$ cat src/common/edl_regs.vh
// Constants for the embedded-data line formatter: tag bytes, script opcodes,
// fixed register values and the byte layout of the output word.
// Assumes it is included by bare name from the design files only.
`ifndef EDL_REGS_VH
`define EDL_REGS_VH

// Tag and filler bytes of the embedded stream.
`define EDL_FMT_CODE     8'h0A
`define EDL_TAG_IDX_HI   8'hAA
`define EDL_TAG_IDX_LO   8'hA5
`define EDL_TAG_VALUE    8'h5A
`define EDL_TAG_SKIP     8'h55
`define EDL_NULL_BYTE    8'h07

// Low bits appended to each byte in ten-bit output formats.
`define EDL_TEN_BIT_PAD  2'h1

// Script opcodes held in the sequence table.
`define EDL_OP_END       3'h0
`define EDL_OP_HI        3'h1
`define EDL_OP_LO        3'h2
`define EDL_OP_RUN       3'h3
`define EDL_OP_SKIP      3'h4

// Script table geometry; the second line's script starts here.
`define EDL_ROM_AW       6
`define EDL_ROW1_START   6'h1E

// Fixed values reported in place of the live register contents.
`define EDL_AGAIN_MAX_LO 8'h70
`define EDL_AGAIN_STEP_LO 8'h01
`define EDL_SCALE_N_LO   8'h10
`define EDL_DESC_HI_10   8'h0A
`define EDL_DESC_LO_10   8'h0A
`define EDL_DESC_HI_8    8'h08
`define EDL_DESC_LO_8    8'h08
`define EDL_WMARK_HI     8'h05
`define EDL_WMARK_LO     8'h10

`endif

$ cat src/design/edl_skid_buffer.v
// Two-entry buffer between the byte generator and the output port.
// Assumes producer and consumer share clk; both sides use valid/ready.
`timescale 1ns/100ps

module edl_skid_buffer
#(
	parameter WIDTH = 11
)
(
	// Clock and reset.
	input  wire             clk,
	input  wire             nrst,
	// Filling side.
	input  wire             in_valid,
	input  wire [WIDTH-1:0] in_data,
	output wire             in_ready,
	// Draining side.
	output wire             out_valid,
	output wire [WIDTH-1:0] out_data,
	input  wire             out_ready
);

	reg             main_vld_r;
	reg [WIDTH-1:0] main_dat_r;
	reg             skid_vld_r;
	reg [WIDTH-1:0] skid_dat_r;

	// Ready is a flop so the generator never sees a combinational path from out_ready.
	assign in_ready  = ~skid_vld_r;
	assign out_valid = main_vld_r;
	assign out_data  = main_dat_r;

	// The skid slot catches the word accepted in the cycle the consumer stalled.
	always @(posedge clk)
	begin
		if (!nrst)
		begin
			main_vld_r <= 1'b0;
			main_dat_r <= {WIDTH{1'b0}};
			skid_vld_r <= 1'b0;
			skid_dat_r <= {WIDTH{1'b0}};
		end
		else if (!main_vld_r || out_ready)
		begin
			if (skid_vld_r)
			begin
				main_vld_r <= 1'b1;
				main_dat_r <= skid_dat_r;
				skid_vld_r <= 1'b0;
			end
			else
			begin
				main_vld_r <= in_valid;
				main_dat_r <= in_data;
			end
		end
		else if (in_valid && !skid_vld_r)
		begin
			skid_vld_r <= 1'b1;
			skid_dat_r <= in_data;
		end
	end

endmodule // edl_skid_buffer

$ cat src/design/edl_script_rom.v
// Sequence table of the two embedded lines and the table of fixed values.
// Purely combinational; the formatter registers everything it reads here.
`timescale 1ns/100ps
`include "edl_regs.vh"

module edl_script_rom
(
	// Script lookup.
	input  wire [`EDL_ROM_AW-1:0] addr,
	output reg  [2:0]             op,
	output reg  [7:0]             arg,
	// Fixed value lookup by register index.
	input  wire [15:0]            index,
	output reg                    fix_hit,
	output reg  [7:0]             fix_val
);

	// Each entry is one opcode and its argument: page, low index or run length.
	always @*
	begin
		op  = `EDL_OP_END;
		arg = 8'h00;
		case (addr)
			6'h00: begin op = `EDL_OP_HI;   arg = 8'h00; end
			6'h01: begin op = `EDL_OP_LO;   arg = 8'h00; end
			6'h02: begin op = `EDL_OP_RUN;  arg = 8'h07; end
			6'h03: begin op = `EDL_OP_SKIP; arg = 8'h00; end
			6'h04: begin op = `EDL_OP_RUN;  arg = 8'h02; end
			6'h05: begin op = `EDL_OP_LO;   arg = 8'h0C; end
			6'h06: begin op = `EDL_OP_RUN;  arg = 8'h01; end
			6'h07: begin op = `EDL_OP_LO;   arg = 8'h40; end
			6'h08: begin op = `EDL_OP_RUN;  arg = 8'h1C; end
			6'h09: begin op = `EDL_OP_LO;   arg = 8'h80; end
			6'h0A: begin op = `EDL_OP_RUN;  arg = 8'h02; end
			6'h0B: begin op = `EDL_OP_LO;   arg = 8'h84; end
			6'h0C: begin op = `EDL_OP_RUN;  arg = 8'h10; end
			6'h0D: begin op = `EDL_OP_LO;   arg = 8'hC0; end
			6'h0E: begin op = `EDL_OP_RUN;  arg = 8'h10; end
			6'h0F: begin op = `EDL_OP_HI;   arg = 8'h01; end
			6'h10: begin op = `EDL_OP_LO;   arg = 8'h00; end
			6'h11: begin op = `EDL_OP_RUN;  arg = 8'h02; end
			6'h12: begin op = `EDL_OP_SKIP; arg = 8'h00; end
			6'h13: begin op = `EDL_OP_RUN;  arg = 8'h03; end
			6'h14: begin op = `EDL_OP_SKIP; arg = 8'h00; end
			6'h15: begin op = `EDL_OP_LO;   arg = 8'h10; end
			6'h16: begin op = `EDL_OP_RUN;  arg = 8'h04; end
			6'h17: begin op = `EDL_OP_LO;   arg = 8'h20; end
			6'h18: begin op = `EDL_OP_RUN;  arg = 8'h01; end
			6'h19: begin op = `EDL_OP_HI;   arg = 8'h02; end
			6'h1A: begin op = `EDL_OP_LO;   arg = 8'h00; end
			6'h1B: begin op = `EDL_OP_RUN;  arg = 8'h16; end
			6'h1C: begin op = `EDL_OP_END;  arg = 8'h00; end
			6'h1E: begin op = `EDL_OP_HI;   arg = 8'h03; end
			6'h1F: begin op = `EDL_OP_LO;   arg = 8'h00; end
			6'h20: begin op = `EDL_OP_RUN;  arg = 8'h0C; end
			6'h21: begin op = `EDL_OP_LO;   arg = 8'h40; end
			6'h22: begin op = `EDL_OP_RUN;  arg = 8'h10; end
			6'h23: begin op = `EDL_OP_LO;   arg = 8'h80; end
			6'h24: begin op = `EDL_OP_RUN;  arg = 8'h08; end
			6'h25: begin op = `EDL_OP_HI;   arg = 8'h04; end
			6'h26: begin op = `EDL_OP_LO;   arg = 8'h00; end
			6'h27: begin op = `EDL_OP_RUN;  arg = 8'h08; end
			6'h28: begin op = `EDL_OP_HI;   arg = 8'h05; end
			6'h29: begin op = `EDL_OP_LO;   arg = 8'h00; end
			6'h2A: begin op = `EDL_OP_RUN;  arg = 8'h02; end
			6'h2B: begin op = `EDL_OP_HI;   arg = 8'h06; end
			6'h2C: begin op = `EDL_OP_LO;   arg = 8'h00; end
			6'h2D: begin op = `EDL_OP_RUN;  arg = 8'h12; end
			6'h2E: begin op = `EDL_OP_HI;   arg = 8'h07; end
			6'h2F: begin op = `EDL_OP_LO;   arg = 8'h00; end
			6'h30: begin op = `EDL_OP_RUN;  arg = 8'h02; end
			default: begin op = `EDL_OP_END; arg = 8'h00; end
		endcase
	end

	// Indices whose reported value is a constant rather than the live register.
	always @*
	begin
		fix_hit = 1'b1;
		fix_val = 8'h00;
		case (index)
			16'h0087: fix_val = `EDL_AGAIN_MAX_LO;
			16'h0089: fix_val = `EDL_AGAIN_STEP_LO;
			16'h0407: fix_val = `EDL_SCALE_N_LO;
			16'h00C2: fix_val = `EDL_DESC_HI_10;
			16'h00C3: fix_val = `EDL_DESC_LO_10;
			16'h00C4: fix_val = `EDL_DESC_HI_10;
			16'h00C5: fix_val = `EDL_DESC_LO_8;
			16'h00C6: fix_val = `EDL_DESC_HI_8;
			16'h00C7: fix_val = `EDL_DESC_LO_8;
			16'h00C8, 16'h00C9, 16'h00CA, 16'h00CB,
			16'h00CC, 16'h00CD, 16'h00CE, 16'h00CF:
				fix_val = 8'h00;
			16'h0700: fix_val = `EDL_WMARK_HI;
			16'h0701: fix_val = `EDL_WMARK_LO;
			default: fix_hit = 1'b0;
		endcase
	end

endmodule // edl_script_rom

$ cat src/design/embedded_data_line_formatter.v
// Embedded-data line formatter: builds the two tagged register lines that
// lead each output image and hands them out one pixel word per cycle.
// Assumes the register bank answers reg_value for reg_index in the same
// cycle, and that frame_start, embed_en and line_len come from clk logic.
// A line_len of zero closes a line only after 2^LEN_W words, when the count wraps; the caller keeps it at two or more.
`timescale 1ns/100ps
`include "edl_regs.vh"

module embedded_data_line_formatter
#(
	parameter LEN_W = 16
)
(
	// Clock and reset.
	input  wire             clk,
	input  wire             nrst,
	// Frame control.
	input  wire             frame_start,
	input  wire             embed_en,
	input  wire             ten_bit,
	input  wire [LEN_W-1:0] line_len,
	// Register bank lookup.
	output wire [15:0]      reg_index,
	input  wire [7:0]       reg_value,
	// Output pixel stream.
	output wire             out_valid,
	output wire [9:0]       out_data,
	output wire             out_last,
	input  wire             out_ready,
	// Status.
	output wire             busy
);

	// One-hot generator states.
	// Idle is bit 0, so the offer to the buffer is simply its inverse and
	// needs no decode of the other four bits.
	localparam ST_IDLE = 5'h01;
	localparam ST_FMT  = 5'h02;
	localparam ST_TAG  = 5'h04;
	localparam ST_ARG  = 5'h08;
	localparam ST_PAD  = 5'h10;

	reg  [4:0]             state_r;
	reg  [4:0]             state_nxt;
	reg  [`EDL_ROM_AW-1:0] rom_addr_r;
	reg  [`EDL_ROM_AW-1:0] rom_addr_nxt;
	reg                    row_r;
	reg                    row_nxt;
	reg  [LEN_W-1:0]       cnt_r;
	reg  [LEN_W-1:0]       cnt_nxt;
	reg  [LEN_W-1:0]       len_r;
	reg  [15:0]            idx_r;
	reg  [15:0]            idx_nxt;
	reg  [7:0]             run_left_r;
	reg  [7:0]             run_left_nxt;
	reg                    ten_bit_r;
	reg                    busy_r;
	reg  [7:0]             byte_val;

	wire [2:0]             op;
	wire [7:0]             arg;
	wire                   fix_hit;
	wire [7:0]             fix_val;
	wire                   gen_valid;
	wire                   gen_ready;
	wire                   fire;
	wire                   last_byte;
	wire [LEN_W-1:0]       remain;
	wire                   room_for_pair;
	wire                   script_done;
	wire [7:0]             value_byte;
	wire [9:0]             word;
	wire [7:0]             run_count;

	// The script moves one table entry per tag pair, except that a run entry
	// stays put until its count is used up. Holding the sequence in a table
	// rather than in states lets a register block be added without touching
	// the generator; the price is one table read in every byte cycle.

	// Sequence table and fixed-value lookup.
	edl_script_rom u_rom
	(
		.addr    (rom_addr_r),
		.op      (op),
		.arg     (arg),
		.index   (idx_r),
		.fix_hit (fix_hit),
		.fix_val (fix_val)
	);

	// A pair is only started when both of its bytes fit, so a tag is never
	// left at the end of a line without its argument. What does not fit is
	// dropped, not carried into the next line.
	// Byte position bookkeeping against the latched line length.
	assign remain        = len_r - cnt_r;
	assign last_byte     = (cnt_r + {{(LEN_W-1){1'b0}}, 1'b1}) == len_r;
	assign room_for_pair = remain >= {{(LEN_W-2){1'b0}}, 2'h2};
	assign script_done   = (op == `EDL_OP_END) || !room_for_pair;

	// A fixed table entry overrides the live bank value for that index.
	assign value_byte = fix_hit ? fix_val : reg_value;

	// A run resumes with its remaining count, or starts from the script entry.
	assign run_count = (run_left_r == 8'h00) ? arg : run_left_r;

	// The generator offers a byte in every state but idle; a stall in the
	// buffer freezes all bookkeeping until the byte is taken.
	assign gen_valid = ~state_r[0];
	assign fire      = gen_valid & gen_ready;

	// Choose the byte the generator offers this cycle.
	always @*
	begin
		byte_val = `EDL_NULL_BYTE;
		case (state_r)
			ST_FMT:
				byte_val = `EDL_FMT_CODE;
			ST_TAG:
			begin
				if (script_done)
					byte_val = `EDL_NULL_BYTE;
				else if (op == `EDL_OP_HI)
					byte_val = `EDL_TAG_IDX_HI;
				else if (op == `EDL_OP_LO)
					byte_val = `EDL_TAG_IDX_LO;
				else if (op == `EDL_OP_RUN)
					byte_val = `EDL_TAG_VALUE;
				else
					byte_val = `EDL_TAG_SKIP;
			end
			ST_ARG:
			begin
				if (op == `EDL_OP_HI || op == `EDL_OP_LO)
					byte_val = arg;
				else if (op == `EDL_OP_RUN)
					byte_val = value_byte;
				else
					byte_val = `EDL_NULL_BYTE;
			end
			ST_PAD:
				byte_val = `EDL_NULL_BYTE;
			default:
				byte_val = `EDL_NULL_BYTE;
		endcase
	end

	// Ten-bit formats put the byte on top and a fixed 01 below it.
	assign word = ten_bit_r ? {byte_val, `EDL_TEN_BIT_PAD} : {2'h0, byte_val};

	// Next-state logic; nothing moves unless the buffer took the byte.
	always @*
	begin
		state_nxt    = state_r;
		rom_addr_nxt = rom_addr_r;
		row_nxt      = row_r;
		cnt_nxt      = cnt_r;
		idx_nxt      = idx_r;
		run_left_nxt = run_left_r;
		if (fire)
		begin
			cnt_nxt = cnt_r + {{(LEN_W-1){1'b0}}, 1'b1};
			case (state_r)
				ST_FMT:
					state_nxt = ST_TAG;
				ST_TAG:
				begin
					if (script_done)
						state_nxt = ST_PAD;
					else
					begin
						state_nxt = ST_ARG;
						if (op == `EDL_OP_RUN)
							run_left_nxt = run_count;
					end
				end
				ST_ARG:
				begin
					state_nxt = ST_TAG;
					if (op == `EDL_OP_HI)
					begin
						idx_nxt[15:8] = arg;
						rom_addr_nxt  = rom_addr_r + {{(`EDL_ROM_AW-1){1'b0}}, 1'b1};
					end
					else if (op == `EDL_OP_LO)
					begin
						idx_nxt[7:0] = arg;
						rom_addr_nxt = rom_addr_r + {{(`EDL_ROM_AW-1){1'b0}}, 1'b1};
					end
					else if (op == `EDL_OP_RUN)
					begin
						idx_nxt      = idx_r + 16'h0001;
						run_left_nxt = run_left_r - 8'h01;
						if (run_left_r == 8'h01)
							rom_addr_nxt = rom_addr_r + {{(`EDL_ROM_AW-1){1'b0}}, 1'b1};
					end
					else
					begin
						idx_nxt      = idx_r + 16'h0001;
						rom_addr_nxt = rom_addr_r + {{(`EDL_ROM_AW-1){1'b0}}, 1'b1};
					end
				end
				ST_PAD:
					state_nxt = ST_PAD;
				default:
					state_nxt = ST_IDLE;
			endcase
			// The line closes on its last byte whatever state it was in.
			if (last_byte)
			begin
				cnt_nxt      = {LEN_W{1'b0}};
				run_left_nxt = 8'h00;
				if (!row_r)
				begin
					row_nxt      = 1'b1;
					rom_addr_nxt = `EDL_ROW1_START;
					state_nxt    = ST_FMT;
				end
				else
					state_nxt = ST_IDLE;
			end
		end
	end

	// State registers; a new frame is taken only while idle.
	// A frame_start that comes while the lines still run is dropped without
	// any sign, so the caller must wait for busy to fall.
	always @(posedge clk)
	begin
		if (!nrst)
		begin
			state_r    <= ST_IDLE;
			rom_addr_r <= {`EDL_ROM_AW{1'b0}};
			row_r      <= 1'b0;
			cnt_r      <= {LEN_W{1'b0}};
			len_r      <= {LEN_W{1'b0}};
			idx_r      <= 16'h0000;
			run_left_r <= 8'h00;
			ten_bit_r  <= 1'b0;
			busy_r     <= 1'b0;
		end
		else if (state_r == ST_IDLE)
		begin
			busy_r <= 1'b0;
			if (frame_start && embed_en)
			begin
				// Length and format are frozen for the whole embedded pair of lines.
				state_r    <= ST_FMT;
				rom_addr_r <= {`EDL_ROM_AW{1'b0}};
				row_r      <= 1'b0;
				cnt_r      <= {LEN_W{1'b0}};
				len_r      <= line_len;
				idx_r      <= 16'h0000;
				run_left_r <= 8'h00;
				ten_bit_r  <= ten_bit;
				busy_r     <= 1'b1;
			end
		end
		else
		begin
			state_r    <= state_nxt;
			rom_addr_r <= rom_addr_nxt;
			row_r      <= row_nxt;
			cnt_r      <= cnt_nxt;
			idx_r      <= idx_nxt;
			run_left_r <= run_left_nxt;
			busy_r     <= (state_nxt != ST_IDLE);
		end
	end

	// Stalls by the receiver hold the generator through gen_ready.
	// The last-word flag travels with its word, so it stays aligned with
	// out_data however long the receiver stalls.
	edl_skid_buffer
	#(
		.WIDTH (11)
	)
	u_buf
	(
		.clk       (clk),
		.nrst      (nrst),
		.in_valid  (gen_valid),
		.in_data   ({last_byte, word}),
		.in_ready  (gen_ready),
		.out_valid (out_valid),
		.out_data  ({out_last, out_data}),
		.out_ready (out_ready)
	);

	// Index and busy come straight from registers, so the register bank and
	// the frame sequencer outside never see a glitch.
	assign reg_index = idx_r;
	assign busy      = busy_r;

endmodule // embedded_data_line_formatter

$ cat config.mk
export PLATFORM = sky130hd
export DESIGN_NAME = embedded_data_line_formatter
export DESIGN_NICKNAME = d
export VERILOG_FILES = /design/src/design/edl_skid_buffer.v /design/src/design/edl_script_rom.v /design/src/design/embedded_data_line_formatter.v
export VERILOG_INCLUDE_DIRS = /design/src /design/src/common
export SDC_FILE = /design/constraint.sdc
export NUM_CORES = 1
export LEC_CHECK = 0
export BUFFER_PORTS_ARGS = -buffer_cell sky130_fd_sc_hd__buf_2
export CORE_MARGIN = 4
export CORE_UTILIZATION = 40
export CTS_BUF_LIST = sky130_fd_sc_hd__clkbuf_2 sky130_fd_sc_hd__clkbuf_4 sky130_fd_sc_hd__clkbuf_8
export DETAILED_ROUTE_END_ITERATION = 12
export GPL_TIMING_DRIVEN = 1
export SLEW_MARGIN = 5
export SYNTH_ARGS = -nofsm -noshare
export SYNTH_HDL_FRONTEND = slang
export SYNTH_HIERARCHICAL = 1
export SYNTH_SLANG_ARGS = --single-unit
$ cat constraint.sdc
create_clock -name clk -period 4.5 [get_ports clk]
set_input_delay 0.45 -clock clk [delete_from_list [all_inputs] [get_ports clk]]
set_output_delay 0.45 -clock clk [all_outputs]
set_load 0.03 [all_outputs]
## After elaboration in Yosys (flattened, before gate mapping)

Memories as Yosys holds them, arrays and structs flattened. A register that Yosys moved wholly into a read port is not among the register bits.
Cells that the tools add are included.

- Register bits after elaboration: 94
- Memory bits (read-only): 704
- Input bits: 30
- Output and inout bits: 29
- Word-level logic and storage cells: 152
- Memories: 1

Memory list:

| name | words | bits a word | rd ports | clocked after Yosys merged registers in | write ports | RTL line | text |
|---|---|---|---|---|---|---|---|
| (no name shown) | 64 | 11 | 1 | 1 | 0 | edl_script_rom.v:23 | `case (addr)` |

- Add/subtract/negate cells: 5
- Magnitude comparators: 1
- Equality and inequality tests: 39
- Muxes and demuxes: 60
- Bitwise gates (word level): 5
- Reductions and logical operators: 27

Operators by type and width:

| kind | number |
|---|---|
| $eq 16x8->1 const B | 16 |
| $mux 8 | 20 |
| $mux 16 | 7 |
| $mux 6 | 12 |
| $eq 16x11->1 const B | 3 |
| $pmux 7 s6 | 1 |
| $add 16x1->16 const B | 2 |
| $mux 5 | 5 |
| $ne 4x4->1 const B | 6 |
| $pmux 8 s3 | 1 |
| $reduce_or 19->1 | 1 |
| $eq 16x16->1 | 1 |
| $ge 16x2->1 const B | 1 |
| $pmux 8 s2 | 1 |
| $sub 16x16->16 | 1 |
| $pmux 5 s3 | 1 |
| $mux 11 | 1 |
| $mux 10 | 1 |
| $reduce_and 9->1 | 1 |
| $eq 8x1->1 const B | 1 |
| $logic_not 8->1 | 1 |
| $mux 1 | 8 |
| $reduce_and 4->1 | 2 |
| $sub 8x1->8 const B | 1 |
| 25 further kinds | 42 |

## Longest topological paths before layout

Gate-level depths: netlist (run 1).

- Word-level depth: 12
- Mapped depth: 18
- Depth with buffers taken out: 18

## Hierarchy

Netlist (run 1), hierarchy kept.

Modules (own cells, without submodules):

| module | times used | cells each | area each (um2) | seq. area each (um2) |
|---|---|---|---|---|
| embedded_data_line_formatter | 1 | 786 | 5,475.3 | 1,401.3 |
| edl_skid_buffer | 1 | 106 | 1,046.0 | 480.5 |
| edl_script_rom | 1 | 135 | 959.7 | 0.0 |

## Least setup slack after synthesis (run 1)

OpenSTA, ideal clock, no wires.

- Path kind: flip-flop to flip-flop
- Start point: register, netlist name rom_addr_r[0]
- End point: register u_buf.main_dat_r[9], in the netlist u_buf/out_data[9]
- Setup time: 0.086 ns
- Arrival time: 3.411 ns
- Required time: 4.414 ns
- Setup slack: 1.004 ns
- Cell stages (with the launch flop): 15
- Buffers on the path: 0
- Period minus slack after synthesis: 3.496 ns
- Cells stage by stage: dfxtp_1 > inv_1 > ha_1 > inv_1 > mux4_2 > nor2_1 > o32a_1 > nor2b_1 > nand2_1 > or3_1 > nand2_1 > a21oi_1 > a211oi_1 > mux2i_1 > a211oi_1

RTL lines:

| item | RTL line | text |
|---|---|---|
| end signal: assignment | edl_skid_buffer.v:39 | `main_dat_r <= {WIDTH{1'b0}};` |
| end signal: assignment | edl_skid_buffer.v:48 | `main_dat_r <= skid_dat_r;` |
| end signal: assignment | edl_skid_buffer.v:54 | `main_dat_r <= in_data;` |
| end: declaration | edl_skid_buffer.v:24 | `reg [WIDTH-1:0] main_dat_r;` |

## Worst setup path in the final report (run 1)

- Start point: register cnt_r[1]
- End point: register cnt_r[4]

- Word-level cells in the longest chain between the ends: 5

RTL lines:

| item | RTL line | text |
|---|---|---|
| start: declaration | embedded_data_line_formatter.v:49 | `reg [LEN_W-1:0] cnt_r;` |
| start signal: assignment | embedded_data_line_formatter.v:234 | `cnt_r <= {LEN_W{1'b0}};` |
| start signal: assignment | embedded_data_line_formatter.v:250 | `cnt_r <= {LEN_W{1'b0}};` |
| start signal: assignment | embedded_data_line_formatter.v:263 | `cnt_r <= cnt_nxt;` |
| $add 16x1->16 (*) | embedded_data_line_formatter.v:96, embedded_data_line_formatter.v:161 |  |
| $eq 16x16->1 | embedded_data_line_formatter.v:96 | `assign last_byte = (cnt_r + {{(LEN_W-1){1'b0}}, 1'b1}) == len_r;` |
| $mux 16 (*) | embedded_data_line_formatter.v:208 | `if (last_byte)` |
| $mux 16 (*) | embedded_data_line_formatter.v:159 | `if (fire)` |
| $mux 16 (*) | embedded_data_line_formatter.v:241 | `else if (state_r == ST_IDLE)` |

Every way passes the cells marked *; elsewhere a longest branch is shown, timed or not. The select of a mux whose other input is x is not followed.
A chain may end at the register's enable or synchronous reset.

==> impl_results.html, run 1 <==
<table>
<tr><th>Metric</th><th>Value</th></tr>
<tr><th colspan="2">CTS</th></tr>
<tr><td>Clock input transition at the sequential cells of the worst setup and hold paths</td><td>0.10 ns</td></tr>
<tr><td>Root buffer selected by CTS</td><td>clkbuf_8</td></tr>
<tr><td>Count of hold-fix buffers inserted at cts</td><td>0</td></tr>
<tr><td>Clock network latency to the later pin of the worst-skew pair</td><td>0.40 ns</td></tr>
<tr><td>Setup Buffers After CTS</td><td>0</td></tr>
<tr><td>TritonCTS clock tree</td><td>yes</td></tr>
<tr><td>Post-cts resize count</td><td>0</td></tr>
<tr><td>Max H-tree Level</td><td>3</td></tr>
<tr><td>CTS Buffer Depth</td><td>2</td></tr>
<tr><td>Clock buffer count from CTS</td><td>9</td></tr>
<tr><td>Clock sink total</td><td>94</td></tr>
<tr><th colspan="2">Timing</th></tr>
<tr><td>Setup slack of the critical path after layout</td><td>0.569 ns</td></tr>
<tr><td>Period Utilization, post-route</td><td>87.3%</td></tr>
<tr><td>Slew Limit Fails</td><td>0</td></tr>
<tr><td>Total setup violations reported at the end of the flow</td><td>0</td></tr>
<tr><td>Timing-limited maximum frequency</td><td>254 MHz</td></tr>
<tr><td>Tightest Pin Transition</td><td>1.04 ns</td></tr>
<tr><td>Count of final hold-check violations</td><td>0</td></tr>
<tr><td>Final total negative setup slack</td><td>0 ns</td></tr>
<tr><td>Setup repair after global routing missed its margin</td><td>false</td></tr>
<tr><td>Post-layout min period</td><td>3.93 ns</td></tr>
<tr><td>Slew Limit Headroom</td><td>30.4%</td></tr>
<tr><td>Final worst clock skew</td><td>0.0150 ns</td></tr>
<tr><td>Post-Route Hold Slack</td><td>0.283 ns</td></tr>
<tr><th colspan="2">Logic synthesis</th></tr>
<tr><td>Synth async-reset ratio</td><td>0%</td></tr>
<tr><td>Yosys warning count</td><td>6</td></tr>
<tr><td>Count of unique library cells instantiated by Yosys</td><td>91</td></tr>
<tr><td>Sequential cell area fraction in the yosys report</td><td>25.2%</td></tr>
<tr><td>Cell Area, Synth</td><td>7480 µm²</td></tr>
<tr><td>Synthesized instance count</td><td>1027</td></tr>
<tr><td>Net count after synthesis</td><td>1085</td></tr>
<tr><td>Mean Syn Cell Area</td><td>7.28 µm²</td></tr>
<tr><td>Leading register cell type out of synthesis</td><td>dfxtp_1</td></tr>
<tr><td>Flip-flop and latch count after synthesis</td><td>94</td></tr>
<tr><td>Count of flip-flops with a built-in enable after synthesis</td><td>0</td></tr>
<tr><th colspan="2">Drt</th></tr>
<tr><td>Number of DRC markers after the initial detailed-route iteration</td><td>535</td></tr>
<tr><td>Number of vias in the routed layout</td><td>7578</td></tr>
<tr><td>Avg WL per Cell</td><td>17.2 µm</td></tr>
<tr><td>Initial DRT Pass Iterations</td><td>5</td></tr>
<tr><td>Avg Vias per Cell</td><td>5.88</td></tr>
<tr><td>Detailed-route DRC error count</td><td>0</td></tr>
<tr><td>Total Wirelength</td><td>22.1 mm</td></tr>
<tr><td>Post-route ant nets</td><td>0</td></tr>
<tr><th colspan="2">Place</th></tr>
<tr><td>Post-placement setup slack</td><td>0.682 ns</td></tr>
<tr><td>Gp weighted congestion</td><td>0.925</td></tr>
<tr><td>Count of buffers from port buffering</td><td>58</td></tr>
<tr><td>Dpl hpwl</td><td>16.1 mm</td></tr>
<tr><th colspan="2">Final layout</th></tr>
<tr><td>Antenna fix cells</td><td>0</td></tr>
<tr><td>Sequential standard cell area</td><td>1880 µm²</td></tr>
<tr><td>Proportion of layout cells with a drive suffix above 1</td><td>12.1%</td></tr>
<tr><td>Fillers</td><td>1883</td></tr>
<tr><td>Synthesis-to-finish area growth</td><td>8.28%</td></tr>
<tr><td>Multi-input logic area</td><td>5110 µm²</td></tr>
<tr><td>Final layout net count</td><td>1112</td></tr>
<tr><th colspan="2">Power and ir drop</th></tr>
<tr><td>Worst-case vdd ir drop</td><td>130 µV</td></tr>
<tr><td>Proportion of power drawn by the clock network</td><td>31.0%</td></tr>
<tr><td>Power per cell area</td><td>228 nW/µm²</td></tr>
<tr><td>Internal power summed over all cells</td><td>1.21 mW</td></tr>
<tr><td>Share of total power in combinational logic</td><td>21.3%</td></tr>
<tr><td>Leak</td><td>2.93 nW</td></tr>
<tr><td>Fraction of power consumed by sequential logic</td><td>47.8%</td></tr>
<tr><td>Power spent charging and discharging nets</td><td>0.638 mW</td></tr>
<tr><td>Net Sw Frac</td><td>34.6%</td></tr>
<tr><th colspan="2">Floorplan</th></tr>
<tr><td>Vertical die dimension</td><td>145 µm</td></tr>
<tr><td>Effective utilization at floorplan</td><td>41.2%</td></tr>
<tr><td>Number of primary I/O pins</td><td>59</td></tr>
<tr><td>Core region area</td><td>18100 µm²</td></tr>
<tr><td>Standard-cell rows</td><td>49</td></tr>
<tr><td>Die Area</td><td>21000 µm²</td></tr>
<tr><td>Overall die width</td><td>145 µm</td></tr>
<tr><th colspan="2">Min path</th></tr>
<tr><td>End point of the worst hold path</td><td>ten_bit_r$_SDFFE_PN0P_</td></tr>
<tr><td>Worst Hold Class</td><td>primary input to flop</td></tr>
<tr><td>Hold Crit Depth</td><td>3</td></tr>
<tr><td>Min-Delay Startpoint</td><td>ten_bit</td></tr>
<tr><th colspan="2">Run</th></tr>
<tr><td>Max capacitance violation total</td><td>0</td></tr>
<tr><th colspan="2">Global routing</th></tr>
<tr><td>Maximum number of pins on one net before global-route repair</td><td>38</td></tr>
<tr><td>Antenna violations before repair</td><td>0</td></tr>
<tr><td>Overall Global Routing Usage</td><td>21.2%</td></tr>
<tr><td>Via count of the first global-routing pass</td><td>6863</td></tr>
<tr><td>Total grt overflow</td><td>0</td></tr>
<tr><td>First-pass GRT wire length</td><td>36.0 mm</td></tr>
<tr><th colspan="2">Worst setup path</th></tr>
<tr><td>Crit. End Element</td><td>flop</td></tr>
<tr><td>Maximum fanout along the worst path</td><td>26</td></tr>
<tr><td>Terminus of the critical flop-to-flop path</td><td>cnt_r[4]$_SDFFE_PN0P_</td></tr>
<tr><td>Critical register-to-register path startpoint</td><td>cnt_r[1]$_SDFFE_PN0P_</td></tr>
<tr><td>Critical setup path kind</td><td>flop to flop</td></tr>
<tr><td>CP arrival</td><td>4.21 ns</td></tr>
<tr><td>R2r setup slk</td><td>0.57 ns</td></tr>
<tr><td>Length in cells of the worst reg-to-reg path</td><td>12</td></tr>
<tr><td>CP Launch Type</td><td>flop</td></tr>
<tr><td>Required arrival time at the worst endpoint</td><td>4.78 ns</td></tr>
<tr><th colspan="2">Status</th></tr>
<tr><td>Result of the run</td><td>complete, no violations</td></tr>
</table>
[routing by layer]
metal  share of wire, %  track usage, %
met5                  0               0
met4                1.7            6.38
met3                6.8            3.15
met2                 43            31.9
met1                 48            31.3
[cells in the final DEF, fill, tap and decap left out, types with 13 or more instances in the layout]
cell type  netlist  final
nand3_1         23     23
nor3b_1         26     26
o21ai_0         69     69
mux2i_1         39     39
nand2_1        134    134
ha_1            27     27
a21oi_1        102    102
nor2_1          90     90
dfxtp_1         94     94
nor3_1          26     26
a211oi_1        20     20
inv_1           41     41
a31oi_1         13     13
or3_1           15     15
xnor2_1         17     17
buf_2           17     58
nor4_1          16     16
and3_1          19     19
buf_4            7     24
[layout make-up]
| class | count | share of cell area [%] |
|---|---|---|
| well taps | 229 | 3.54 |
| flip-flops and latches | 94 | 23.2 |
| clock buffers | 9 | 1.53 |
| inverters | 43 | 1.99 |
| clock inverters | 7 | 0.803 |
| multi-input cells | 824 | 63.1 |
| repair buffers | 82 | 5.81 |
[cell usage after synthesis (all sizes together), types with 3 or more instances]
cell type,count,area share [%]
nand2,136,6.9
a21oi,103,6.9
dfxtp,94,25
nor2,92,4.7
o21ai,76,5.1
inv,42,2.1
mux2i,39,5.2
buf,33,2.7
clkbuf,33,1.7
ha,27,4.5
nor3,27,1.9
nor3b,26,2.6
nand3,24,1.7
a211oi,21,2.2
and3,19,1.6
nor4,19,2.1
xnor2,17,2.0
or3,15,1.3
a31oi,14,1.4
nand4,13,1.3
nor2b,13,1.1
nand2b,12,1.0
xor2,10,1.2
a22oi,8,0.80
o22ai,8,0.67
o21a,7,0.70
o31ai,7,0.70
o2111ai,6,0.70
o211ai,6,0.60
or2,6,0.50
and2,5,0.42
a2111oi,4,0.55
a21o,4,0.40
a311oi,4,0.47
a32oi,4,0.47
mux2,4,0.60
a211o,3,0.35
a21boi,3,0.30
nor4b,3,0.43
o21bai,3,0.30
o31a,3,0.35
[registers in the layout, indices dropped and copies added, names as in the netlist, 5 cells and up]
name and count:
run_left_r 8, u_buf/skid_dat_r 11, reg_index 16, rom_addr_r 6
len_r 16, state_r 5, cnt_r 16, u_buf/out_data 11
[power groups by stage]
stage	Combinational, mW	Clock (mW)	Sequential, mW
after detailed placement	0.386	0	0.901
after floorplan	0.276	0	0.901
after global placement	0.386	0	0.901
after global routing	0.436	0.612	0.886
final	0.392	0.572	0.882
after CTS	0.389	0.588	0.882
[critical path, cell delays in order (launching register included)]
cell,delay [ns]
dfxtp_1,0.49
ha_1,0.39
nand4_4,0.21
nor4_1,0.57
xnor2_1,0.19
nand3_1,0.09
a2111oi_0,0.42
or4b_1,0.47
buf_4,0.23
nand2_2,0.37
o21ai_0,0.14
a21oi_1,0.19
nor2_1,0.05
[metrics by stage]
stage / cell area, µm² / utilization [%] / std cells / power [mW]
2_1_floorplan: 7480 / - / 1027 / 1.18
3_3_place_gp: 7910 / 43.6 / 1272 / 1.29
3_5_place_dp: 7910 / 43.6 / 1272 / 1.29
4_1_cts: 8100 / 44.6 / 1288 / 1.86
5_1_grt: 8100 / 44.6 / 1288 / 1.93
6_report: 8100 / 44.6 / 1288 / 1.85
[logic make-up after synthesis]
logic type	after synthesis	share of synthesized area (%)
xor gates and xnor gates	27	3.16
DFF	94	25.2
AOI/OAI and AO/OA	302	25.1
muxes	44	6.12
buffers and inverters	109	6.52
and+or+nand+nor	422	29.1
other	1	0.0501
adders and majority gates	28	4.78
[worst max-delay path by stage]
stage | startpoint | end | slack [ns]
6_report | cnt_r[1]$_SDFFE_PN0P_ | cnt_r[4]$_SDFFE_PN0P_ | 0.57
2_1_floorplan | rom_addr_r[0]$_SDFFE_PN0P_ | u_buf/out_data[9]$_SDFFE_PN0P_ | 1.00
5_1_grt | rom_addr_r[1]$_SDFFE_PN0P_ | u_buf/out_data[5]$_SDFFE_PN0P_ | 0.13
3_3_place_gp | cnt_r[1]$_SDFFE_PN0P_ | cnt_r[8]$_SDFFE_PN0P_ | 0.71
4_1_cts | cnt_r[1]$_SDFFE_PN0P_ | cnt_r[4]$_SDFFE_PN0P_ | 0.66
3_5_place_dp | cnt_r[1]$_SDFFE_PN0P_ | cnt_r[4]$_SDFFE_PN0P_ | 0.68
No activity file was read; power rests on OpenSTA's default activity.
==> run 2: changes to the inputs <==
- ABC_AREA: default -> 1
==> run 2 against run 1 <==
Against the previous run: die area grew 3.3%; critical path depth grew 13; maximum frequency grew 2.3%; final cell count grew 24%; via count grew 5.8%; sequential share of layout area shrank 0.78 points; sequential cell count is the same; critical path type unchanged.
==> impl_results.html, run 2 <==
<table>
<tr><th>Metric</th><th>Value</th></tr>
<tr><th colspan="2">Logic synthesis</th></tr>
<tr><td>Yosys warning count</td><td>6</td></tr>
<tr><td>Sequential cell area fraction in the yosys report</td><td>24.3%</td></tr>
<tr><td>Most frequent cells after synthesis</td><td>nand2_1 (373), nor2_1 (163), inv_1 (157)</td></tr>
<tr><td>Portion of synthesized cell area occupied by the leading cell type</td><td>24.3%</td></tr>
<tr><td>Cell Area, Synth</td><td>7740 µm²</td></tr>
<tr><td>Synth async-reset ratio</td><td>0%</td></tr>
<tr><td>Largest cells by area after synthesis</td><td>dfxtp_1 (24%), nand2_1 (18%), nor2_1 (7.9%)</td></tr>
<tr><td>Mean Syn Cell Area</td><td>5.99 µm²</td></tr>
<tr><td>Most common cell in the synthesized netlist</td><td>nand2_1</td></tr>
<tr><td>Leading register cell type out of synthesis</td><td>dfxtp_1</td></tr>
<tr><td>Synthesized instance count</td><td>1292</td></tr>
<tr><td>Net count after synthesis</td><td>1350</td></tr>
<tr><td>Count of flip-flops with a built-in enable after synthesis</td><td>0</td></tr>
<tr><td>Leading area contributor after synthesis</td><td>dfxtp_1</td></tr>
<tr><td>Flip-flop and latch count after synthesis</td><td>94</td></tr>
<tr><td>Count of unique library cells instantiated by Yosys</td><td>56</td></tr>
<tr><th colspan="2">CTS</th></tr>
<tr><td>TritonCTS clock tree</td><td>yes</td></tr>
<tr><td>CTS Buffer Depth</td><td>2</td></tr>
<tr><td>Root buffer selected by CTS</td><td>clkbuf_8</td></tr>
<tr><td>Clock input transition at the sequential cells of the worst setup and hold paths</td><td>0.11 ns</td></tr>
<tr><td>Max H-tree Level</td><td>3</td></tr>
<tr><td>Clock sink total</td><td>94</td></tr>
<tr><td>Clock network latency to the later pin of the worst-skew pair</td><td>0.39 ns</td></tr>
<tr><td>Clock buffer count from CTS</td><td>9</td></tr>
<tr><td>Post-cts resize count</td><td>0</td></tr>
<tr><td>Setup Buffers After CTS</td><td>0</td></tr>
<tr><td>Count of hold-fix buffers inserted at cts</td><td>0</td></tr>
<tr><th colspan="2">Global routing</th></tr>
<tr><td>Antenna violations before repair</td><td>0</td></tr>
<tr><td>Total grt overflow</td><td>0</td></tr>
<tr><td>Maximum number of pins on one net before global-route repair</td><td>39</td></tr>
<tr><td>Via count of the first global-routing pass</td><td>7355</td></tr>
<tr><td>Overall Global Routing Usage</td><td>20.1%</td></tr>
<tr><td>First-pass GRT wire length</td><td>36.3 mm</td></tr>
<tr><th colspan="2">Status</th></tr>
<tr><td>Result of the run</td><td>complete, no violations</td></tr>
<tr><th colspan="2">Timing</th></tr>
<tr><td>Final total negative setup slack</td><td>0 ns</td></tr>
<tr><td>Total setup violations reported at the end of the flow</td><td>0</td></tr>
<tr><td>Setup repair after global routing missed its margin</td><td>false</td></tr>
<tr><td>Post-layout min period</td><td>3.84 ns</td></tr>
<tr><td>Tightest Pin Transition</td><td>0.878 ns</td></tr>
<tr><td>Period Utilization, post-route</td><td>85.4%</td></tr>
<tr><td>Slew Limit Headroom</td><td>41.4%</td></tr>
<tr><td>Slew Limit Fails</td><td>0</td></tr>
<tr><td>Final worst clock skew</td><td>0.0145 ns</td></tr>
<tr><td>Timing-limited maximum frequency</td><td>260 MHz</td></tr>
<tr><td>Post-Route Hold Slack</td><td>0.285 ns</td></tr>
<tr><td>Count of final hold-check violations</td><td>0</td></tr>
<tr><th colspan="2">Final layout</th></tr>
<tr><td>Commonest cells after routing, fill and taps aside</td><td>nand2_1 (373), nor2_1 (163), inv_1 (157)</td></tr>
<tr><td>Proportion of layout cells with a drive suffix above 1</td><td>11.3%</td></tr>
<tr><td>Multi-input logic area</td><td>4940 µm²</td></tr>
<tr><td>Final layout net count</td><td>1391</td></tr>
<tr><td>Most common cell after layout, fill and taps aside</td><td>nand2_1</td></tr>
<tr><td>Antenna fix cells</td><td>0</td></tr>
<tr><td>Fillers</td><td>2121</td></tr>
<tr><td>Synthesis-to-finish area growth</td><td>8.29%</td></tr>
<tr><td>Sequential standard cell area</td><td>1880 µm²</td></tr>
<tr><th colspan="2">Worst setup path</th></tr>
<tr><td>CP arrival</td><td>4.14 ns</td></tr>
<tr><td>Required arrival time at the worst endpoint</td><td>4.80 ns</td></tr>
<tr><td>Critical register-to-register path startpoint</td><td>rom_addr_r[0]$_SDFFE_PN0P_</td></tr>
<tr><td>Critical path endpoint</td><td>u_buf/out_data[3]$_SDFFE_PN0P_</td></tr>
<tr><td>Length in cells of the worst reg-to-reg path</td><td>25</td></tr>
<tr><td>Critical setup path kind</td><td>flop to flop</td></tr>
<tr><td>CP Launch Type</td><td>flop</td></tr>
<tr><td>R2r setup slk</td><td>0.66 ns</td></tr>
<tr><td>Terminus of the critical flop-to-flop path</td><td>u_buf/out_data[3]$_SDFFE_PN0P_</td></tr>
<tr><td>Worst setup path startpoint</td><td>rom_addr_r[0]$_SDFFE_PN0P_</td></tr>
<tr><td>Crit. End Element</td><td>flop</td></tr>
<tr><td>Maximum fanout along the worst path</td><td>15</td></tr>
<tr><th colspan="2">Min path</th></tr>
<tr><td>Worst Hold Class</td><td>primary input to flop</td></tr>
<tr><th colspan="2">Floorplan</th></tr>
<tr><td>Standard-cell rows</td><td>50</td></tr>
<tr><td>Vertical die dimension</td><td>147 µm</td></tr>
<tr><td>Core region area</td><td>18900 µm²</td></tr>
<tr><td>Number of primary I/O pins</td><td>59</td></tr>
<tr><td>Overall die width</td><td>147 µm</td></tr>
<tr><td>Effective utilization at floorplan</td><td>41.0%</td></tr>
<tr><td>Die Area</td><td>21600 µm²</td></tr>
<tr><th colspan="2">Drt</th></tr>
<tr><td>Initial DRT Pass Iterations</td><td>5</td></tr>
<tr><td>Number of vias in the routed layout</td><td>8014</td></tr>
<tr><td>Post-route ant nets</td><td>0</td></tr>
<tr><td>Total Wirelength</td><td>22.0 mm</td></tr>
<tr><td>Avg WL per Cell</td><td>13.8 µm</td></tr>
<tr><td>Avg Vias per Cell</td><td>5.02</td></tr>
<tr><td>Detailed-route DRC error count</td><td>0</td></tr>
<tr><td>Number of DRC markers after the initial detailed-route iteration</td><td>540</td></tr>
<tr><th colspan="2">Run</th></tr>
<tr><td>Max capacitance violation total</td><td>0</td></tr>
<tr><th colspan="2">Place</th></tr>
<tr><td>Gp weighted congestion</td><td>0.897</td></tr>
<tr><td>Count of buffers from port buffering</td><td>58</td></tr>
<tr><td>Dpl hpwl</td><td>16.5 mm</td></tr>
<tr><th colspan="2">Power and ir drop</th></tr>
<tr><td>Leak</td><td>3.92 nW</td></tr>
<tr><td>Overall power after layout</td><td>2.79 mW</td></tr>
<tr><td>Power per cell area</td><td>333 nW/µm²</td></tr>
<tr><td>Worst-case vdd ir drop</td><td>138 µV</td></tr>
</table>
-- run 2: cell types whose count changed in the layout (fill, tap and decap cells not counted), moves of 18 or more --
cell / change
nand3_1: +75
nor3b_1: -24
nand2_1: +239
mux2i_1: -39
nor3_1: -19
nor2_1: +73
a211oi_1: -18
and3_1: -19
inv_1: +116
-- run 2: how the worst min path moves through the flow --
stage | endpoint | startpoint | cells after the start
CTS | len_r[10]$_SDFFE_PN0P_ | line_len[10] | 3
finish | len_r[10]$_SDFFE_PN0P_ | line_len[10] | 3
global placement | run_left_r[7]$_SDFFE_PN0P_ | run_left_r[7]$_SDFFE_PN0P_ | 2
global route | len_r[10]$_SDFFE_PN0P_ | line_len[10] | 3
floorplan | len_r[0]$_SDFFE_PN0P_ | len_r[0]$_SDFFE_PN0P_ | 2
detailed placement | run_left_r[7]$_SDFFE_PN0P_ | run_left_r[7]$_SDFFE_PN0P_ | 2
-- run 2: report_power, final --
part	switching (mW)	total, mW	internal (mW)	leakage, nW
logic	0.835	1.22	0.387	3.06
clock network	0.363	0.583	0.220	0.0985
registers	0.0799	0.984	0.905	0.764
-- run 2: kinds of logic after synthesis --
group | after synthesis | share of synthesized area (%)
simple gates | 719 | 41.0
compound gates | 220 | 15.9
buf+inv | 212 | 11.9
flops | 94 | 24.3
fa+ha+maj | 28 | 4.62
xor+xnor | 18 | 2.21
other cells | 1 | 0.0485
-- run 2: layout make-up --
class / instances / share of cell area [%]
repair buffers: 69 / 4.45
flip-flops and latches: 94 / 22.5
clock buffers: 9 / 1.48
multi-input cells: 986 / 58.9
clock inverters: 7 / 0.896
well taps: 260 / 3.88
inverters: 173 / 7.91
-- run 2: critical path, stage by stage, from the launching register on --
cell,delay [ns]
dfxtp_1,0.56
inv_1,0.20
ha_1,0.37
nand2_2,0.07
o21ai_1,0.12
nand2_1,0.07
nand3b_1,0.08
nand2_1,0.06
inv_1,0.07
inv_1,0.05
nor2_1,0.23
inv_1,0.09
nor2_1,0.23
inv_1,0.28
nand2_1,0.26
inv_2,0.12
o211ai_1,0.20
nand2_1,0.07
a21oi_1,0.13
nand2_1,0.07
inv_1,0.06
o21ai_0,0.07
inv_1,0.08
o21ai_1,0.06
nor2_1,0.11
nor2_1,0.04
-- run 2: per-stage QoR --
stage | area [µm²] | cells | utilization (%) | worst slack (ns)
floorplan | 7740 | 1292 | - | 1.44
global placement | 8180 | 1582 | 43.3 | 0.872
detailed placement | 8180 | 1582 | 43.3 | 0.740
CTS | 8380 | 1598 | 44.4 | 0.735
global route | 8380 | 1598 | 44.4 | 0.160
finish | 8380 | 1598 | 44.4 | 0.657
-- run 2: metal layers --
layer  vias to the layer above  routed length, µm  GRT usage (%)
met3                        22                816           2.13
met5                         -                  0              0
met2                       160              10000           32.8
li1                       4233                  -              -
met4                         0                318           5.08
met1                      3599              10800           28.4
==> run 3: changes to the inputs <==
- BUFFER_PORTS_ARGS: -buffer_cell sky130_fd_sc_hd__buf_2 -> -buffer_cell sky130_fd_sc_hd__buf_4
- CAP_MARGIN: default -> 20
==> run 3 against run 2 <==
Against the previous run: worst setup slack gained 0.086 ns; first-iteration DRC count decreased by 5.7%; sequential share of layout area fell by 0.36 points; clock skew up 0.010 ns; combinational power about the same; wire length shrank 1.3%; count of clock-buffer cells in the layout did not move; hold slack about the same; final cell count hardly changed; die area did not move; global-route usage shrank 0.14 points; non-clock buffer count decreased by 1; largest cell class unchanged; critical endpoint is now u_buf/out_data[5]$_SDFFE_PN0P_; critical path type unchanged.
==> impl_results.html, run 3 (same netlist as run 2, synthesis figures left out) <==
<table>
<tr><th>Metric</th><th>Value</th></tr>
<tr><th colspan="2">Status</th></tr>
<tr><td>Result of the run</td><td>complete, no violations</td></tr>
<tr><th colspan="2">Place</th></tr>
<tr><td>Post-placement setup slack</td><td>0.777 ns</td></tr>
<tr><td>Gp weighted congestion</td><td>0.949</td></tr>
<tr><td>Count of buffers from port buffering</td><td>58</td></tr>
<tr><td>Dpl hpwl</td><td>16.4 mm</td></tr>
<tr><th colspan="2">Min path</th></tr>
<tr><td>Worst Hold Class</td><td>primary input to flop</td></tr>
<tr><th colspan="2">Worst setup path</th></tr>
<tr><td>CP arrival</td><td>4.10 ns</td></tr>
<tr><td>Required arrival time at the worst endpoint</td><td>4.84 ns</td></tr>
<tr><td>Crit. End Element</td><td>flop</td></tr>
<tr><td>CP Launch Type</td><td>flop</td></tr>
<tr><td>R2r setup slk</td><td>0.74 ns</td></tr>
<tr><td>Critical path endpoint</td><td>u_buf/out_data[5]$_SDFFE_PN0P_</td></tr>
<tr><td>Maximum fanout along the worst path</td><td>15</td></tr>
<tr><td>Length in cells of the worst reg-to-reg path</td><td>22</td></tr>
<tr><td>Worst setup path startpoint</td><td>rom_addr_r[0]$_SDFFE_PN0P_</td></tr>
<tr><td>Critical register-to-register path startpoint</td><td>rom_addr_r[0]$_SDFFE_PN0P_</td></tr>
<tr><td>Terminus of the critical flop-to-flop path</td><td>u_buf/out_data[5]$_SDFFE_PN0P_</td></tr>
<tr><td>Critical setup path kind</td><td>flop to flop</td></tr>
<tr><th colspan="2">Power and ir drop</th></tr>
<tr><td>Leak</td><td>3.94 nW</td></tr>
<tr><td>Power per cell area</td><td>330 nW/µm²</td></tr>
<tr><td>Worst-case vdd ir drop</td><td>184 µV</td></tr>
<tr><td>Overall power after layout</td><td>2.81 mW</td></tr>
<tr><th colspan="2">Timing</th></tr>
<tr><td>Slew Limit Fails</td><td>0</td></tr>
<tr><td>Total setup violations reported at the end of the flow</td><td>0</td></tr>
<tr><td>Timing-limited maximum frequency</td><td>266 MHz</td></tr>
<tr><td>Tightest Pin Transition</td><td>0.845 ns</td></tr>
<tr><td>Final total negative setup slack</td><td>0 ns</td></tr>
<tr><td>Period Utilization, post-route</td><td>83.5%</td></tr>
<tr><td>Final worst clock skew</td><td>0.0244 ns</td></tr>
<tr><td>Count of final hold-check violations</td><td>0</td></tr>
<tr><td>Setup slack of the critical path after layout</td><td>0.743 ns</td></tr>
<tr><td>Setup repair after global routing missed its margin</td><td>false</td></tr>
<tr><td>Post-layout min period</td><td>3.76 ns</td></tr>
<tr><td>Slew Limit Headroom</td><td>43.5%</td></tr>
<tr><th colspan="2">CTS</th></tr>
<tr><td>Post-cts resize count</td><td>0</td></tr>
<tr><td>Setup Buffers After CTS</td><td>0</td></tr>
<tr><td>Root buffer selected by CTS</td><td>clkbuf_8</td></tr>
<tr><td>CTS Buffer Depth</td><td>2</td></tr>
<tr><td>Clock sink total</td><td>94</td></tr>
<tr><td>Max H-tree Level</td><td>3</td></tr>
<tr><td>Clock buffer count from CTS</td><td>9</td></tr>
<tr><td>Count of hold-fix buffers inserted at cts</td><td>0</td></tr>
<tr><td>Clock network latency to the later pin of the worst-skew pair</td><td>0.40 ns</td></tr>
<tr><td>TritonCTS clock tree</td><td>yes</td></tr>
<tr><td>Clock input transition at the sequential cells of the worst setup and hold paths</td><td>0.12 ns</td></tr>
<tr><th colspan="2">Global routing</th></tr>
<tr><td>Total grt overflow</td><td>0</td></tr>
<tr><td>Overall Global Routing Usage</td><td>19.9%</td></tr>
<tr><td>Via count of the first global-routing pass</td><td>7202</td></tr>
<tr><td>Maximum number of pins on one net before global-route repair</td><td>55</td></tr>
<tr><td>Antenna violations before repair</td><td>0</td></tr>
<tr><td>First-pass GRT wire length</td><td>36.0 mm</td></tr>
<tr><th colspan="2">Floorplan</th></tr>
<tr><td>Standard-cell rows</td><td>50</td></tr>
<tr><td>Core region area</td><td>18900 µm²</td></tr>
<tr><td>Effective utilization at floorplan</td><td>41.0%</td></tr>
<tr><td>Overall die width</td><td>147 µm</td></tr>
<tr><td>Die Area</td><td>21600 µm²</td></tr>
<tr><td>Vertical die dimension</td><td>147 µm</td></tr>
<tr><td>Number of primary I/O pins</td><td>59</td></tr>
<tr><th colspan="2">Drt</th></tr>
<tr><td>Initial DRT Pass Iterations</td><td>5</td></tr>
<tr><td>Avg WL per Cell</td><td>13.6 µm</td></tr>
<tr><td>Post-route ant nets</td><td>0</td></tr>
<tr><td>Detailed-route DRC error count</td><td>0</td></tr>
<tr><td>Number of DRC markers after the initial detailed-route iteration</td><td>509</td></tr>
<tr><td>Number of vias in the routed layout</td><td>8006</td></tr>
<tr><td>Avg Vias per Cell</td><td>5.01</td></tr>
<tr><td>Total Wirelength</td><td>21.7 mm</td></tr>
<tr><th colspan="2">Final layout</th></tr>
<tr><td>Most common cell after layout, fill and taps aside</td><td>nand2_1</td></tr>
<tr><td>Synthesis-to-finish area growth</td><td>10.0%</td></tr>
<tr><td>Commonest cells after routing, fill and taps aside</td><td>nand2_1 (373), nor2_1 (163), inv_1 (157)</td></tr>
<tr><td>Final layout net count</td><td>1390</td></tr>
<tr><td>Final core utilization</td><td>45.1%</td></tr>
<tr><td>Antenna fix cells</td><td>0</td></tr>
<tr><td>Proportion of layout cells with a drive suffix above 1</td><td>11.2%</td></tr>
<tr><th colspan="2">Run</th></tr>
<tr><td>Max capacitance violation total</td><td>0</td></tr>
</table>
## run 3: how the worst min path moves through the flow
stage / to / cells past startpoint / from / slack, ns
after CTS: len_r[10]$_SDFFE_PN0P_ / 3 / line_len[10] / 0.27
after floorplan: len_r[0]$_SDFFE_PN0P_ / 2 / len_r[0]$_SDFFE_PN0P_ / 0.43
after detailed placement: len_r[0]$_SDFFE_PN0P_ / 2 / len_r[0]$_SDFFE_PN0P_ / 0.47
final: len_r[10]$_SDFFE_PN0P_ / 3 / line_len[10] / 0.28
after global routing: len_r[2]$_SDFFE_PN0P_ / 3 / line_len[2] / 0.29
after global placement: run_left_r[7]$_SDFFE_PN0P_ / 2 / run_left_r[7]$_SDFFE_PN0P_ / 0.45
## run 3: layout make-up
cell class                      instances  area, µm²
Fill cell                            2106      10400
Sequential cell                        94       1880
Multi-Input combinational cell        986       4940
Timing Repair Buffer                   68        510
Tap cell                              260        325
Clock inverter                          7       72.6
Clock buffer                            9        124
Inverter                              173        663
## run 3: routing by layer
metal  vias to the layer above  GRT usage (%)  wire length (µm)
met2                       189           32.4              9790
met3                        27           2.19              1020
met4                         0           5.68               337
met5                         -              0                 0
met1                      3552           28.0             10600
li1                       4238              -                 -
## run 3: report_power, final
part           switching [mW]  internal [mW]  total, mW  leakage, nW
Combinational           0.835          0.409       1.24         3.08
Clock                   0.363          0.218      0.582       0.0970
Sequential             0.0799          0.904      0.984        0.764
Total                    1.28           1.53       2.81         3.94
## run 3: stage by stage
| step | instances | hold WS [ns] | cell area [µm²] |
|---|---|---|---|
| final | 1597 | 0.284 | 8520 |
| after global routing | 1597 | 0.292 | 8520 |
| after CTS | 1597 | 0.271 | 8520 |
| after detailed placement | 1581 | 0.466 | 8320 |
| after global placement | 1581 | 0.451 | 8320 |
| after floorplan | 1292 | 0.433 | 7740 |
## run 3: critical path, cell delays in order, from the launching register on
cell,delay [ns]
dfxtp_1,0.55
inv_1,0.20
ha_1,0.37
nand2_2,0.07
o21ai_1,0.08
nand2_1,0.07
nand3b_1,0.08
nand2_1,0.05
inv_1,0.07
inv_1,0.05
nor2_1,0.26
inv_1,0.09
nor2_1,0.22
inv_1,0.27
nand2_1,0.25
a21oi_1,0.07
o311ai_0,0.45
nand2_1,0.10
nand2_1,0.07
inv_1,0.04
o21ai_0,0.13
nor2_1,0.05
nor2_1,0.11
